$ cat config.mk
export PLATFORM = sky130hd
export DESIGN_NAME = mdfp_top
export DESIGN_NICKNAME = d
export VERILOG_FILES = /design/src/mdfp_pkg.sv /design/src/mdfp_top.sv /design/src/mdfp_deglitch.sv /design/src/mdfp_timer.sv
export SDC_FILE = /design/constraint.sdc
export NUM_CORES = 1
export LEC_CHECK = 0
export BUFFER_PORTS_ARGS = -buffer_cell sky130_fd_sc_hd__buf_2
export CAP_MARGIN = 10
export CORE_AREA = 2 2 130 132
export DETAILED_ROUTE_END_ITERATION = 7
export DIE_AREA = 0 0 132 134
export HOLD_SLACK_MARGIN = 0.1
export PLACE_DENSITY_LB_ADDON = 0.3
export SYNTH_ARGS = -nofsm -noshare
export SYNTH_HDL_FRONTEND = slang
export SYNTH_SLANG_ARGS = --single-unit
$ cat constraint.sdc
create_clock -name pclk -period 2.47 [get_ports pclk]
set_input_delay 0.247 -clock pclk [delete_from_list [all_inputs] [get_ports pclk]]
set_output_delay 0.247 -clock pclk [all_outputs]
set_load 0.005 [all_outputs]
$ cat src/mdfp_pkg.sv
// constants and types shared by the motor driver protection block
`default_nettype none
package mdfp_pkg;
	localparam int CLK_MHZ = 250;
	// apb byte offsets
	localparam logic [7:0] SUMMARY_OFF = 8'h00;
	localparam logic [7:0] FETSTAT_OFF = 8'h04;
	localparam logic [7:0] THERM_OFF = 8'h08;
	localparam logic [7:0] CTRL_OFF = 8'h0C;
	// summary_status_reg fields
	localparam int SUM_FAULT = 0;
	localparam int SUM_OT = 1;
	localparam int SUM_OV = 2;
	localparam int SUM_OC = 4;
	localparam int SUM_BK = 6;
	// fet status: per-fet flags in [5:0], buck overcurrent here
	localparam int FET_BKOC = 6;
	// thermal status fields
	localparam int TH_WARN = 0;
	localparam int TH_SD = 1;
	// control fields
	localparam int CT_OVON = 0;
	localparam int CT_OVLVL = 1;
	localparam int CT_RESP = 2;
	localparam int CT_DEG = 4;
	localparam int CT_WREP = 5;
	localparam int CT_CLR = 6;
	localparam logic [7:0] CTRL_RST = 8'h00;
	// overcurrent responses
	localparam logic [1:0] OC_LATCH = 2'h0;
	localparam logic [1:0] OC_RETRY = 2'h1;
	localparam logic [1:0] OC_REPORT = 2'h2;
	localparam logic [1:0] OC_OFF = 2'h3;
	// times in ns; least times round up, the reset window rounds down
	localparam int OC_DEG_NS = 600;
	localparam int OC_DEG_ALT_NS = 1200;
	localparam int BK_DEG_NS = 1000;
	localparam int RETRY_NS = 4000;
	localparam int BK_RETRY_NS = 4000;
	localparam int SLEEP_NS = 4000;
	localparam int WAKE_NS = 4000;
	localparam int RST_WIN_NS = 2000;
	localparam logic [11:0] OC_DEG_CYC = 12'((OC_DEG_NS * CLK_MHZ + 999) / 1000);
	localparam logic [11:0] OC_DEG_ALT_CYC = 12'((OC_DEG_ALT_NS * CLK_MHZ + 999) / 1000);
	localparam logic [11:0] BK_DEG_CYC = 12'((BK_DEG_NS * CLK_MHZ + 999) / 1000);
	localparam logic [11:0] RETRY_CYC = 12'((RETRY_NS * CLK_MHZ + 999) / 1000);
	localparam logic [11:0] BK_RETRY_CYC = 12'((BK_RETRY_NS * CLK_MHZ + 999) / 1000);
	localparam logic [11:0] SLEEP_CYC = 12'((SLEEP_NS * CLK_MHZ + 999) / 1000);
	localparam logic [11:0] WAKE_CYC = 12'((WAKE_NS * CLK_MHZ + 999) / 1000);
	localparam logic [11:0] RST_WIN_CYC = 12'(RST_WIN_NS * CLK_MHZ / 1000);
	typedef enum logic [1:0] {MD_WAKE, MD_RUN, MD_SLEEP} mdfp_mode_t;
endpackage
`default_nettype wire

$ cat src/mdfp_top.sv
// fault protection and mode control of a three-phase motor driver
//
// Behaviour
// - overvoltage: all fets off, fault pin low
// - overvoltage flags latch; drive resumes when clear
// - overvoltage protection gated by enable bit; pin variant always on
// - overvoltage threshold picked by level bit; pin variant fixed at 34
// - overcurrent needs deglitch; pin variant fixed
// - two-bit response field selects four modes
// - latched mode: off until clear command
// - retry mode: restore after retry interval
// - report mode: fault pin only, drivers run
// - buck overcurrent: buck off, auto retry
// - warning sets overtemp and warning flags
// - warning drives fault pin only if enabled
// - warning flag clears on clear when cool
// - fet thermal shutdown: fets, pump off
// - die thermal shutdown also stops buck
// - sleep after falling edge plus delay
// - pin high: operating mode after wake delay
// - fault pin low while regulators switch
// - clear command ends latched fault state
// - short sleep pin pulse clears faults
// - driver kill pin forces fets off
// - driver kill may pull fault pin low
`timescale 1ns/100ps
`default_nettype none
module mdfp_top (
	input wire logic pclk,
	input wire logic presetn,
	input wire logic [7:0] paddr,
	input wire logic psel,
	input wire logic penable,
	input wire logic pwrite,
	input wire logic [31:0] pwdata,
	input wire logic [3:0] pstrb,
	output logic pready,
	output logic [31:0] prdata,
	output logic pslverr,
	input wire logic pin_variant,
	input wire logic ov_above_22,
	input wire logic ov_above_34,
	input wire logic [5:0] oc_raw,
	input wire logic buck_oc_raw,
	input wire logic warn_above_trip,
	input wire logic warn_below_hys,
	input wire logic tsd_fet_hot,
	input wire logic tsd_die_hot,
	input wire logic sleep_bar_pin,
	input wire logic driver_kill_pin,
	input wire logic [2:0] high_side_input,
	input wire logic [2:0] low_side_input,
	output logic [2:0] high_side_gate,
	output logic [2:0] low_side_gate,
	output logic fault_out_low_out,
	output logic fault_out_low_oe_n,
	output logic buck_en,
	output logic charge_pump_en,
	output logic regulators_en,
	output logic asleep
);
	mdfp_pkg::mdfp_mode_t mode_q, mode_d;
	logic [7:0] ctrl_q;
	logic [11:0] low_cnt_q;
	logic pin_q;
	logic ov_flag_q, oc_flag_q, bk_flag_q, bkoc_flag_q;
	logic ot_flag_q, warn_flag_q, tsd_flag_q, fault_flag_q;
	logic [5:0] fet_flag_q;
	logic oc_lock_q, oc_report_q, warn_pull_q;
	logic [2:0] hs_q, ls_q;
	logic fault_pull_q;
	logic [31:0] rdata_q;
	logic err_q;

	// bus decode
	wire setup = psel && !penable;
	wire wr_go = psel && penable && pwrite;
	wire hit_sum = paddr == mdfp_pkg::SUMMARY_OFF;
	wire hit_fet = paddr == mdfp_pkg::FETSTAT_OFF;
	wire hit_th = paddr == mdfp_pkg::THERM_OFF;
	wire hit_ctl = paddr == mdfp_pkg::CTRL_OFF;
	wire mapped = hit_sum || hit_fet || hit_th || hit_ctl;
	wire ctl_wr = wr_go && hit_ctl && pstrb[0];
	wire clr_cmd = ctl_wr && pwdata[mdfp_pkg::CT_CLR];

	// sleep pin pulse and sleep entry timing
	wire running = mode_q == mdfp_pkg::MD_RUN;
	wire pin_rise = sleep_bar_pin && !pin_q;
	wire rst_pulse = pin_rise && running && (low_cnt_q <= mdfp_pkg::RST_WIN_CYC);
	wire go_sleep = !sleep_bar_pin && (low_cnt_q >= mdfp_pkg::SLEEP_CYC);
	// past the reset window the regulators are winding down
	wire powering_down = running && !sleep_bar_pin && (low_cnt_q > mdfp_pkg::RST_WIN_CYC);
	wire clr = clr_cmd || rst_pulse;
	wire wake_busy;

	// configuration views; the pin variant ignores the register except the warning report bit
	wire ov_on = pin_variant || ctrl_q[mdfp_pkg::CT_OVON];
	wire ov_hi = pin_variant || ctrl_q[mdfp_pkg::CT_OVLVL];
	wire [1:0] resp = pin_variant ? mdfp_pkg::OC_LATCH : ctrl_q[mdfp_pkg::CT_RESP +: 2];
	wire deg_alt = !pin_variant && ctrl_q[mdfp_pkg::CT_DEG];
	wire [11:0] deg_lim = deg_alt ? mdfp_pkg::OC_DEG_ALT_CYC : mdfp_pkg::OC_DEG_CYC;
	wire warn_rep = ctrl_q[mdfp_pkg::CT_WREP];

	// fault conditions
	wire ov_cond = running && ov_on && (ov_hi ? ov_above_34 : ov_above_22);
	wire [5:0] oc_hit;
	wire bk_hit;
	// overcurrent faults are ignored while the kill pin holds the fets
	wire oc_seen = running && !driver_kill_pin && (|oc_hit);
	wire oc_act = oc_seen && (resp != mdfp_pkg::OC_OFF);
	wire oc_start_retry = oc_act && (resp == mdfp_pkg::OC_RETRY);
	wire retry_busy;
	wire bk_busy_w;
	wire bk_start = running && bk_hit && !bk_busy_w;
	wire tsd_any = tsd_fet_hot || tsd_die_hot;
	wire any_cond = ov_cond || oc_seen || bk_hit || tsd_any || warn_above_trip;

	genvar g;
	generate
		for (g = 0; g < 6; g++) begin : g_oc
			mdfp_deglitch u_deg (
				.pclk(pclk),
				.presetn(presetn),
				.raw(oc_raw[g]),
				.limit(deg_lim),
				.hit(oc_hit[g])
			);
		end
	endgenerate

	mdfp_deglitch u_bk_deg (
		.pclk(pclk),
		.presetn(presetn),
		.raw(buck_oc_raw),
		.limit(mdfp_pkg::BK_DEG_CYC),
		.hit(bk_hit)
	);

	mdfp_timer u_retry (
		.pclk(pclk),
		.presetn(presetn),
		.start(oc_start_retry && !retry_busy),
		.length(mdfp_pkg::RETRY_CYC),
		.busy(retry_busy)
	);

	mdfp_timer u_bk_retry (
		.pclk(pclk),
		.presetn(presetn),
		.start(bk_start),
		.length(mdfp_pkg::BK_RETRY_CYC),
		.busy(bk_busy_w)
	);

	mdfp_timer u_wake (
		.pclk(pclk),
		.presetn(presetn),
		.start(mode_q == mdfp_pkg::MD_SLEEP && sleep_bar_pin),
		.length(mdfp_pkg::WAKE_CYC),
		.busy(wake_busy)
	);

	// mode sequencing
	always_comb begin
		mode_d = mode_q;
		case (mode_q)
			mdfp_pkg::MD_WAKE: begin
				if (go_sleep) begin
					mode_d = mdfp_pkg::MD_SLEEP;
				end else if (!wake_busy && sleep_bar_pin) begin
					mode_d = mdfp_pkg::MD_RUN;
				end
			end
			mdfp_pkg::MD_RUN: begin
				if (go_sleep) begin
					mode_d = mdfp_pkg::MD_SLEEP;
				end
			end
			default: begin
				if (sleep_bar_pin) begin
					mode_d = mdfp_pkg::MD_WAKE;
				end
			end
		endcase
	end

	wire fets_off = !running || driver_kill_pin || ov_cond || oc_lock_q || retry_busy
		|| (oc_act && resp != mdfp_pkg::OC_REPORT) || tsd_any;
	wire fault_pull = ov_cond || oc_lock_q || retry_busy || oc_report_q || oc_act
		|| bk_busy_w || bk_start || tsd_any || (warn_rep && warn_pull_q)
		|| (running && driver_kill_pin)
		|| powering_down || (mode_q == mdfp_pkg::MD_WAKE);

	always_ff @(posedge pclk or negedge presetn) begin
		if (!presetn) begin
			mode_q <= mdfp_pkg::MD_WAKE;
			// idle high, so leaving reset shows no false rising edge
			pin_q <= 1'b1;
			low_cnt_q <= 12'h000;
		end else begin
			mode_q <= mode_d;
			pin_q <= sleep_bar_pin;
			low_cnt_q <= sleep_bar_pin ? 12'h000
				: (low_cnt_q == mdfp_pkg::SLEEP_CYC) ? low_cnt_q : low_cnt_q + 12'h001;
		end
	end

	// configuration, back to defaults in sleep
	always_ff @(posedge pclk or negedge presetn) begin
		if (!presetn) begin
			ctrl_q <= mdfp_pkg::CTRL_RST;
		end else if (mode_q == mdfp_pkg::MD_SLEEP) begin
			ctrl_q <= mdfp_pkg::CTRL_RST;
		end else if (ctl_wr) begin
			ctrl_q <= {1'b0, pwdata[6:0]} & 8'h3F;
		end
	end

	// overcurrent state; a new event beats a clear in the same cycle
	always_ff @(posedge pclk or negedge presetn) begin
		if (!presetn) begin
			oc_lock_q <= 1'b0;
			oc_report_q <= 1'b0;
		end else begin
			oc_lock_q <= (oc_act && resp == mdfp_pkg::OC_LATCH)
				|| (oc_lock_q && !(clr && !oc_seen));
			oc_report_q <= (oc_act && resp == mdfp_pkg::OC_REPORT)
				|| (oc_report_q && !(clr && !oc_seen));
		end
	end

	// status flags, all but the buck flags latched
	always_ff @(posedge pclk or negedge presetn) begin
		if (!presetn) begin
			ov_flag_q <= 1'b0;
			oc_flag_q <= 1'b0;
			fet_flag_q <= 6'h00;
			bk_flag_q <= 1'b0;
			bkoc_flag_q <= 1'b0;
			warn_flag_q <= 1'b0;
			tsd_flag_q <= 1'b0;
			ot_flag_q <= 1'b0;
			fault_flag_q <= 1'b0;
		end else begin
			ov_flag_q <= ov_cond || (ov_flag_q && !(clr && !ov_cond));
			oc_flag_q <= oc_act || (oc_flag_q && !(clr && !oc_seen));
			fet_flag_q <= (oc_act ? oc_hit : 6'h00)
				| (fet_flag_q & ~((clr && !oc_seen) ? 6'h3F : 6'h00));
			// buck flags fall by themselves when the retry interval ends
			bk_flag_q <= bk_start || (bk_flag_q && bk_busy_w);
			bkoc_flag_q <= bk_start || (bkoc_flag_q && bk_busy_w);
			warn_flag_q <= warn_above_trip || (warn_flag_q && !clr);
			tsd_flag_q <= tsd_any || (tsd_flag_q && !(clr && !tsd_any));
			ot_flag_q <= warn_above_trip || tsd_any
				|| (ot_flag_q && !(clr && !any_cond));
			fault_flag_q <= ov_cond || oc_act || bk_start || tsd_any
				|| (fault_flag_q && !(clr && !any_cond));
		end
	end

	// warning pull-down has its own hysteresis release
	always_ff @(posedge pclk or negedge presetn) begin
		if (!presetn) begin
			warn_pull_q <= 1'b0;
		end else begin
			warn_pull_q <= warn_above_trip || (warn_pull_q && !warn_below_hys);
		end
	end

	// gate drive and open-drain fault pin
	always_ff @(posedge pclk or negedge presetn) begin
		if (!presetn) begin
			hs_q <= 3'h0;
			ls_q <= 3'h0;
			fault_pull_q <= 1'b0;
		end else begin
			hs_q <= fets_off ? 3'h0 : high_side_input;
			ls_q <= fets_off ? 3'h0 : low_side_input;
			fault_pull_q <= fault_pull;
		end
	end

	assign high_side_gate = hs_q;
	assign low_side_gate = ls_q;
	assign fault_out_low_out = 1'b0;
	assign fault_out_low_oe_n = !fault_pull_q;
	// die shutdown stops the buck, either sensor stops the pump
	assign buck_en = running && !bk_busy_w && !tsd_die_hot;
	assign charge_pump_en = running && !tsd_any;
	assign regulators_en = mode_q != mdfp_pkg::MD_SLEEP;
	assign asleep = mode_q == mdfp_pkg::MD_SLEEP;

	// register read mux
	wire [31:0] sum_word = {25'h0000000, bk_flag_q, 1'b0, oc_flag_q, 1'b0,
		ov_flag_q, ot_flag_q, fault_flag_q};
	wire [31:0] fet_word = {25'h0000000, bkoc_flag_q, fet_flag_q};
	wire [31:0] th_word = {30'h00000000, tsd_flag_q, warn_flag_q};
	wire [31:0] ctl_word = {24'h000000, ctrl_q};
	wire [31:0] rd_mux = hit_sum ? sum_word : hit_fet ? fet_word
		: hit_th ? th_word : hit_ctl ? ctl_word : 32'h00000000;

	// read data sampled in setup so the access phase needs no wait
	always_ff @(posedge pclk or negedge presetn) begin
		if (!presetn) begin
			rdata_q <= 32'h00000000;
			err_q <= 1'b0;
		end else if (setup) begin
			rdata_q <= pwrite ? 32'h00000000 : rd_mux;
			err_q <= !mapped;
		end
	end

	assign pready = 1'b1;
	assign prdata = rdata_q;
	assign pslverr = psel && penable && err_q;

	// run lengths of the retry and wake timers; the intervals exceed what a delay range may span
	logic [11:0] retry_run_q;
	logic [11:0] wake_run_q;
	always_ff @(posedge pclk or negedge presetn) begin
		if (!presetn) begin
			retry_run_q <= 12'h000;
			wake_run_q <= 12'h000;
		end else begin
			retry_run_q <= retry_busy ? retry_run_q + 12'h001 : 12'h000;
			wake_run_q <= wake_busy ? wake_run_q + 12'h001 : 12'h000;
		end
	end
endmodule // mdfp_top
`default_nettype wire

$ cat src/mdfp_deglitch.sv
// qualifies a raw level that must persist longer than a cycle count
`timescale 1ns/100ps
`default_nettype none
module mdfp_deglitch (
	input wire logic pclk,
	input wire logic presetn,
	input wire logic raw,
	input wire logic [11:0] limit,
	output logic hit
);
	logic [11:0] cnt_q;
	logic [11:0] cnt_d;
	// saturate so a long fault never wraps back to zero
	assign cnt_d = !raw ? 12'h000 : (cnt_q == limit) ? cnt_q : cnt_q + 12'h001;
	assign hit = raw && (cnt_q == limit);
	always_ff @(posedge pclk or negedge presetn) begin
		if (!presetn) begin
			cnt_q <= 12'h000;
		end else begin
			cnt_q <= cnt_d;
		end
	end
endmodule // mdfp_deglitch
`default_nettype wire

$ cat src/mdfp_timer.sv
// one-shot interval timer, busy from start until the count runs out
`timescale 1ns/100ps
`default_nettype none
module mdfp_timer (
	input wire logic pclk,
	input wire logic presetn,
	input wire logic start,
	input wire logic [11:0] length,
	output logic busy
);
	logic [11:0] cnt_q;
	logic [11:0] cnt_d;
	assign cnt_d = start ? length : (cnt_q != 12'h000) ? cnt_q - 12'h001 : cnt_q;
	assign busy = cnt_q != 12'h000;
	always_ff @(posedge pclk or negedge presetn) begin
		if (!presetn) begin
			cnt_q <= 12'h000;
		end else begin
			cnt_q <= cnt_d;
		end
	end
endmodule // mdfp_timer
`default_nettype wire

* Word level (Yosys, flattened, before mapping) *
Cells that the tools add are included.

word-level totals
  register bits = 200
  latch bits = 0
  bits in writable memories = 0
  memory bits (read-only) = 0
  bits of input ports = 71
  output and inout port bits = 46
  word-level logic and storage cells = 250
  memories = 0

cells by class
  $add $sub $neg = 11
  multipliers = 0
  div/mod/pow operators = 0
  magnitude comparators = 3
  equality and inequality tests = 28
  shifts and indexed selects = 0
  multiplexer cells = 41
  bitwise gates (word level) = 3
  reduce and logical (&&, ||, !) cells = 133

operators by type and width
  operator                                                                  number
  12-bit 2-to-1 mux                                                         22
  12-bit by 1-bit adder with 12-bit output (second input constant)          8
  12-bit by 9-bit equality test with 1-bit output                           6
  8-bit 2-to-1 mux                                                          7
  1-bit logical AND                                                         55
  1-bit logical OR                                                          43
  12-bit nonzero test                                                       3
  12-bit by 1-bit subtractor with 12-bit output (second input constant)     3
  1-bit zero test                                                           22
  2-bit inequality test (second input constant)                             11
  8-bit by 4-bit equality test with 1-bit output (second input constant)    2
  12-bit by 10-bit equality test with 1-bit output (second input constant)  1
  12-bit by 8-bit equality test with 1-bit output (second input constant)   1
  12-bit by 10-bit >= comparator with 1-bit output (second input constant)  1
  12-bit by 9-bit > comparator with 1-bit output (second input constant)    1
  12-bit by 9-bit <= comparator with 1-bit output (second input constant)   1
  6-bit 2-to-1 mux                                                          2
  2-bit 2-to-1 mux                                                          5
  9-bit 2-to-1 mux                                                          1
  8-bit by 3-bit equality test with 1-bit output (second input constant)    1
  8-bit zero test                                                           1
  2-bit nonzero test                                                        4
  6-bit bitwise AND                                                         1
  3-bit 2-to-1 mux                                                          2
  12 further kinds                                                          15

* Longest topological paths before layout *
Gate-level depths: netlist (run 1).

  word-level depth = 16
  depth in mapped cells = 9
  mapped depth without buffers = 9

* By module *
Synthesis (run 1) repeated with hierarchy kept, for this count alone.

unflattened totals
  cells, all modules = 1083
  area, all modules = 10496.3 um^2

modules (own cells, without submodules)
  module         instances  cells an instance  area an instance (um^2)  sequential area each (um^2)
  mdfp_deglitch  7          82                 780.7                    300.3
  mdfp_top       1          284                2801.4                   1302.5
  mdfp_timer     3          75                 743.2                    300.3

* Worst setup path before layout (run 1) *
OpenSTA, ideal clock, no wires.

  path type = reg-to-reg
  start = register u_bk_deg.cnt_q[0]
  end = register u_bk_retry.cnt_q[8]
  setup time = 0.079 ns
  data arrival time = 2.023 ns
  data required time = 2.391 ns
  slack = 0.368 ns
  cell stages (with the launch flop) = 10
  path buffers = 0
  clock period less this slack = 2.102 ns
  path through = dfrtp_1 -> inv_1 -> ha_1 -> or4b_4 -> nor4_4 -> nand2_1 -> nor2_1 -> nor2_1 -> nor3_1 -> xor2_1

on the way
  longest elaborated chain between the ends = 5
  elaborated cells between the ends (all ways) = 6
  classes of those cells = 1 x eq/ne; 1 x mux; 4 x reduce/logical

ends and longest elaborated chain
  what                                                     RTL line             source
  from (decl)                                              mdfp_deglitch.sv:11  logic [11:0] cnt_q;
  from (signal assigned)                                   mdfp_deglitch.sv:20  cnt_q <= cnt_d;
  12-bit by 8-bit equality test with 1-bit output (*)      mdfp_deglitch.sv:15  assign hit = raw && (cnt_q == limit);
  1-bit logical AND (*)                                    mdfp_deglitch.sv:15
  1-bit logical AND (*) (2 in series)                      mdfp_top.sv:114      wire bk_start = running && bk_hit && !bk_busy_w;
  12-bit 2-to-1 mux or 2-bit nonzero test (tied branches)  n/a
  to (signal assigned)                                     mdfp_timer.sv:19     cnt_q <= cnt_d;
  to (decl)                                                mdfp_timer.sv:11     logic [11:0] cnt_q;

Mark *: on every way between the ends. The rest lies on a longest branch, timed or not.
A chain may end at the register's enable or synchronous reset.

* Worst setup path after layout (run 1) *
  start = register mode_q[1]
  end = register tsd_flag_q

on the way
  longest elaborated chain between the ends = 8

ends and longest elaborated chain
  what                                            RTL line         source
  from (decl)                                     mdfp_top.sv:62   mdfp_pkg::mdfp_mode_t mode_q, mode_d;
  from (signal assigned)                          mdfp_top.sv:196  mode_q <= mdfp_pkg::MD_WAKE;
  from (signal assigned)                          mdfp_top.sv:201  mode_q <= mode_d;
  2-bit by 1-bit equality test with 1-bit output  mdfp_top.sv:87   wire running = mode_q == mdfp_pkg::MD_RUN;
  1-bit logical AND (2 in series)                 mdfp_top.sv:89   wire rst_pulse = pin_rise && running && (low_cnt_q <= mdfp_pkg::RST_WIN_CYC);
  1-bit logical OR                                mdfp_top.sv:93   wire clr = clr_cmd || rst_pulse;
  1-bit logical AND                               mdfp_top.sv:253  tsd_flag_q <= tsd_any || (tsd_flag_q && !(clr && !tsd_any));
  1-bit zero test                                 mdfp_top.sv:253
  1-bit logical AND                               mdfp_top.sv:253
  1-bit logical OR                                mdfp_top.sv:253
  to (signal assigned)                            mdfp_top.sv:253
  to (decl)                                       mdfp_top.sv:67   logic ot_flag_q, warn_flag_q, tsd_flag_q, fault_flag_q;

No other way between the ends.

==> results of run 1 <==
## cell families (layout without fill, tap and decap cells)
kind of cell               after synthesis  count (layout)
DFF                                    172             172
xor gates and xnor gates                77              77
adders and majority gates               13              13
muxes                                   24              24
other                                    2              27
and+or+nand+nor                        416             416
AOI/OAI and AO/OA                      118             118
buffers and inverters                   66             152
## worst paths after layout
| kind | to | slack [ps] |
|---|---|---|
| max | tsd_flag_q | 140 |
| max in group asynchronous | pin_q | 1390 |
| min reg2reg | u_bk_retry.cnt_q[8] | 470 |
| max reg2reg | tsd_flag_q | 140 |
| min | g_oc[1].u_deg.cnt_q[5] | 140 |
| min in group asynchronous | u_bk_deg.cnt_q[3] | 310 |
## per-layer routing
metal	vias up	routed length, µm	track usage, %
met5	-	0	0
li1	3250	-	-
met3	26	703	5.329
met4	0	270	6.099
met2	100	8752	34.87
met1	3253	8393	28.60
## Yosys cell counts (all sizes together), types with 5 or more instances
cell type,count
dfrtp,171
nor2,75
nand2,74
and2,50
nand3,49
o21ai,41
xnor2,40
xor2,37
a21oi,29
buf,29
nor2b,23
inv,21
nor3,20
mux2i,19
and3,17
or3,17
clkbuf,16
nand4b,14
ha,13
nand4,12
nor4,11
a211oi,9
nor4bb,9
nor3b,8
a21boi,7
a31oi,7
nand2b,7
a21o,6
nand3b,6
or2,5
or4,5
## flip-flops by register name, indices dropped and copies added (netlist names), 2 cells and up, named ones only
| register | flops |
|---|---|
| ctrl_q | 6 |
| prdata | 7 |
| mode_q | 2 |
| g_oc.u_deg.cnt_q | 72 |
| low_side_gate | 3 |
| u_wake.cnt_q | 12 |
| u_retry.cnt_q | 12 |
| low_cnt_q | 12 |
| fet_flag_q | 6 |
| high_side_gate | 3 |
| u_bk_deg.cnt_q | 12 |
| u_bk_retry.cnt_q | 12 |
## power by group through the flow
stage               clock (mW)  sequential, mW  combinational (mW)
detailed placement           0            3.09               0.481
global route              3.09            3.06               0.572
global placement             0            3.09               0.464
finish                    2.94            3.04               0.497
floorplan                    0            3.06               0.345
CTS                       2.99            3.04               0.502
## what timing repair did
action,in CTS,in global routing
setup endpoints to repair,0,13
hold buffers,17,0
hold endpoints to repair,60,0
gates resized for setup,0,5
## cell type report
cell class	instances	area share [%]
multi-input combinational	675	42.00
sequential	172	41.89
timing repair buffer	99	6.343
clock buffer	20	4.541
tap	220	2.678
clock inverter	12	1.777
inverter	21	0.7670
## critical path, cell delays in order (launching register included)
cell	delay, ps
dfrtp_1	390
inv_1	150
nand2_1	80
buf_4	170
nor3b_1	290
a31oi_2	230
a211o_1	340
dlygate4sd3_1	570
## cell usage in the layout, fill, tap and decap left out, drive strengths merged, types with 29 or more instances in the layout
| master | netlist | routed |
|---|---|---|
| o21ai | 41 | 41 |
| buf | 29 | 82 |
| xor2 | 37 | 37 |
| nand2 | 74 | 74 |
| dfrtp | 171 | 171 |
| and2 | 50 | 50 |
| nor2 | 75 | 75 |
| a21oi | 29 | 29 |
| xnor2 | 40 | 40 |
| nand3 | 49 | 49 |
==> impl_metrics.tcl, run 1 <==
set metrics [dict create \
    rows 47 \
    placedCellCount 1170 \
    fill_cells 1314 \
    final_util_pct 63.09 \
    yosys.area.top_type "dfrtp_1" \
    worstMarginPinSlew_ps 570.7 \
    drtPass1Iterations 5 \
    crit_path_end_kind "flop" \
    clock_sinks 172 \
    p_seq_share_pct 46.9 \
    clock_latency_ps 440 \
    layout.area.seq_mm2 0.004305 \
    seq_area_frac_synth_pct 48.64 \
    syn_area_per_cell_um2 9.969 \
    p_int_mw 4.936 \
    fin_cells 1219 \
    cts-htree-levels 4 \
    dr_total_vias 6629 \
    drive_gt1_share_pct 14.61 \
    clockPowerShare_pct 45.4 \
    die_h_um 134 \
    r2r_start "mode_q[1]" \
    hold_viol 0 \
    track_usage_pct 21.38 \
    grt_pass1_wl_mm 30.62 \
    multi_input_area_mm2 0.004317 \
    nets 1070 \
    dieArea_mm2 0.01769 \
    worst_setup_path_start_kind "flop" \
    crit_required_ps 2780 \
    drt_wl_total_mm 18.12 \
    ant_nets 0 \
    area_growth_pct 16.10 \
    io_pins 117 \
    worstSetupStartpoint "mode_q[1]" \
    holdWs_ps 140.0 \
    totalPowerFinal_mw 6.476 \
    power_density_mw_per_mm2 630.1 \
    arrival_ps 2640 \
    portBuffers 61 \
    yosysWarnings 0 \
    tns_ps 0 \
    ys.flop_type "dfrtp_1" \
    synth_compound_area_share_pct 8.240 \
    gp_congestion 0.8070 \
    viasPerCell 5.438 \
    postCtsSetupRepairBufs 0 \
    drt_iter0_markers 442 \
    cts.path.max_buffers 2 \
    fin_skew_ps 10.18 \
    start_util_pct 54.34 \
    dpl_worst_slack_ps 109.3 \
    min_path_cells 2 \
    comb_power_share_pct 7.7 \
    grt_max_degree 49 \
    grt_overflow 0 \
    synthCells 888 \
    rsz0062_at_grt "no" \
    switching_share_pct 23.78 \
    num_antenna_cells 0 \
    antenna_found_initial 0 \
    ys_types 68 \
    design_area_mm2 0.01028 \
    hold_path.class "in2reg" \
    netSwitchingPower_mw 1.540 \
    synthTopCellsByArea "dfrtp_1, xnor2_1, xor2_1" \
    slew_headroom_pct 61.87 \
    r2r_cells 7 \
    synth-simple-area-share_pct 26.54 \
    synth.top_cell.area_share_pct 48.34 \
    placed_cell_area_mm2 0.009428 \
    cts_root_buf "clkbuf_16" \
    die_x_um 132 \
    synth_edf_count 0 \
    synth_adder_area_share_pct 1.837 \
    drc 0 \
    cap_violations 0 \
    clk_pin_slew_worst_paths_ps 70 \
    worstHoldStart "oc_raw[1]" \
    crit_type "reg2reg" \
    finalSetupViolations 0 \
    synthesis.area_mm2 0.008852 \
    setup_slack_ps 139.0 \
    p_leak_nw 4.559 \
    wire_per_inst_um 14.86 \
    cp_max_fo 6 \
    cts_buffers 17 \
    coreArea_mm2 0.01629 \
    irDropWorstVdd_mv 0.5378 \
    grt_pass1_vias 6450 \
    post-route-min-period_ps 2331 \
    synth_seq_cells 172 \
    dp_hpwl_mm 12.65 \
    finalCritPeriodShare_pct 94.37 \
    max_freq_ghz 0.4290 \
    synth_top_family_by_area "simple AND/OR/NAND/NOR gates" \
    synth_xor_area_share_pct 7.618 \
    async_flop_share_pct 100.0 \
    tritoncts "done" \
    status "finished clean" \
    synth_mux_area_share_pct 3.039 \
    drv_slew 0 \
]
(Power assumes the default switching activity.)
==> run 2: changes to the inputs <==
--- a/config.mk
+++ b/config.mk
@@ -5,13 +5,14 @@
 export SDC_FILE = /design/constraint.sdc
 export NUM_CORES = 1
 export LEC_CHECK = 0
-export BUFFER_PORTS_ARGS = -buffer_cell sky130_fd_sc_hd__buf_2
+export BUFFER_PORTS_ARGS = -buffer_cell sky130_fd_sc_hd__clkbuf_2
 export CAP_MARGIN = 10
 export CORE_AREA = 2 2 130 132
 export DETAILED_ROUTE_END_ITERATION = 7
 export DIE_AREA = 0 0 132 134
 export HOLD_SLACK_MARGIN = 0.1
 export PLACE_DENSITY_LB_ADDON = 0.3
+export RECOVER_POWER = 50
 export SYNTH_ARGS = -nofsm -noshare
 export SYNTH_HDL_FRONTEND = slang
 export SYNTH_SLANG_ARGS = --single-unit
==> constraint.sdc (replaced) <==
create_clock -name pclk -period 2.6 [get_ports pclk]
set_input_delay 0.26 -clock pclk [delete_from_list [all_inputs] [get_ports pclk]]
set_output_delay 0.26 -clock pclk [all_outputs]
set_load 0.005 [all_outputs]
==> impl_metrics.tcl, run 2 (same netlist as run 1, synthesis figures left out) <==
set metrics [dict create \
    largest_reg_flops 72 \
    drc 0 \
    p_int_mw 4.213 \
    design_area_mm2 0.01004 \
    final_cell_mix "dfrtp_1, nor2_1, nand2_1" \
    die_x_um 132 \
    p_seq_share_pct 51.3 \
    power_density_mw_per_mm2 560.7 \
    slew_headroom_pct -1.263 \
    crit_required_ps 2910 \
    drt_iter0_markers 408 \
    cpMaxStageDelayCell "dfrtp_1" \
    comb_power_share_pct 8.3 \
    top_register "g_oc.u_deg.cnt_q" \
    finalSetupViolations 0 \
    clock_latency_ps 430 \
    crit_path_end_kind "flop" \
    tritoncts "done" \
    drv_slew 61 \
    drtPass1Iterations 5 \
    portBuffers 61 \
    clockPowerShare_pct 40.4 \
    grt_pass1_vias 6330 \
    switching_share_pct 25.13 \
    grt_max_degree 62 \
    irDropWorstVdd_mv 0.4395 \
    cpPeakStageDelay_ps 430 \
    worst_setup_path_start_kind "flop" \
    violations "capacitance limit, slew limit" \
    cp_max_fo 6 \
    clk_pin_slew_worst_paths_ps 70 \
    max_freq_ghz 0.4312 \
    rows 47 \
    cts.path.max_buffers 2 \
    nets 1063 \
    tns_ps 0 \
    start_util_pct 54.34 \
    coreArea_mm2 0.01629 \
    setup_slack_ps 280.9 \
    rsz0062_at_grt "no" \
    ant_nets 0 \
    p_leak_nw 4.403 \
    final_util_pct 61.62 \
    final_common_cell "dfrtp_1" \
    finalCritPeriodShare_pct 89.20 \
    arrival_ps 2630 \
    hold_viol 0 \
    cts_buffers 17 \
    drt_wl_total_mm 17.74 \
    area_growth_pct 13.38 \
    antenna_found_initial 0 \
    cap_violations 1 \
    dr_total_vias 6526 \
    crit_type "reg2reg" \
    netSwitchingPower_mw 1.414 \
    dieArea_mm2 0.01769 \
    dp_hpwl_mm 12.39 \
    drive_gt1_share_pct 12.50 \
    gp_congestion 0.8289 \
    grt_overflow 0 \
    dpl_worst_slack_ps 217.6 \
    placed_cell_area_mm2 0.009398 \
    status "finished with violations" \
    hold_path.class "in2reg" \
    cts_root_buf "clkbuf_16" \
    wire_per_inst_um 14.63 \
    track_usage_pct 20.92 \
    worstMarginPinSlew_ps 1519 \
    cts-htree-levels 4 \
    io_pins 117 \
    fin_skew_ps 8.704 \
    post-route-min-period_ps 2319 \
    num_antenna_cells 0 \
    viasPerCell 5.384 \
    die_h_um 134 \
    path_cells "nor4bb_1, nand4b_1, a211oi_1, nor2_1, nand3_1, a21oi_1, mux2_2" \
    clock_sinks 172 \
    grt_pass1_wl_mm 30.06 \
]
run 2: worst max-delay path, delay by kind of cell (launching register included):
family,cells,cell delay [ps]
flip-flops,1,430
AND/OR/NAND/NOR,4,860
AO/OA/AOI/OAI,2,600
multiplexers,1,310
run 2: routing by layer:
| layer | GRT usage, % | part of all wire, % | vias up |
|---|---|---|---|
| met3 | 4.573 | 4.1 | 22 |
| li1 | - | - | 3230 |
| met1 | 27.67 | 46 | 3144 |
| met2 | 34.84 | 49 | 130 |
| met5 | 0 | 0 | - |
| met4 | 6.159 | 1.5 | 0 |
run 2: worst paths after layout:
| path | endpoint | cells past startpoint | slack, ps | startpoint |
|---|---|---|---|---|
| min in group asynchronous | u_bk_deg.cnt_q[5] | 2 | 730 | presetn |
| min | ctrl_q[4] | 3 | 130 | pwdata[4] |
| max | u_retry.cnt_q[0] | 7 | 280 | g_oc[4].u_deg.cnt_q[3] |
| min reg2reg | u_bk_retry.cnt_q[8] | 1 | 470 | u_bk_retry.cnt_q[8] |
| max reg2reg | u_retry.cnt_q[0] | 7 | 280 | g_oc[4].u_deg.cnt_q[3] |
| max in group asynchronous | u_retry.cnt_q[2] | 3 | 580 | presetn |
run 2: stage by stage:
step	hold WS [ps]	instances	power (mW)
floorplan	-35.59	913	3.238
global placement	272.2	1166	3.371
detailed placement	276.5	1166	3.392
CTS	102.6	1212	5.696
global route	117.7	1212	5.875
finish	127.2	1212	5.627
run 2: area by class of cell:
| class | instances | area, µm² |
|---|---|---|
| Fill cell | 1363 | 6252 |
| Multi-Input combinational cell | 675 | 4292 |
| Clock inverter | 9 | 67.56 |
| Inverter | 21 | 78.83 |
| Tap cell | 220 | 275.3 |
| Timing Repair Buffer | 92 | 570.5 |
| Sequential cell | 172 | 4305 |
| Clock buffer | 23 | 447.9 |
run 2: power groups by stage:
stage	combinational (mW)	clock [mW]	sequential, mW
detailed placement	0.458	0	2.93
global route	0.537	2.43	2.91
CTS	0.477	2.33	2.89
global placement	0.440	0	2.93
finish	0.465	2.27	2.89
floorplan	0.328	0	2.91
run 2: repair_timing:
action / CTS / global route
hold buffers: 14 / 0
gates resized for setup: 0 / 1
hold endpoints to repair: 69 / 0
setup endpoints to repair: 0 / 2
buffers inserted: 0 / 0
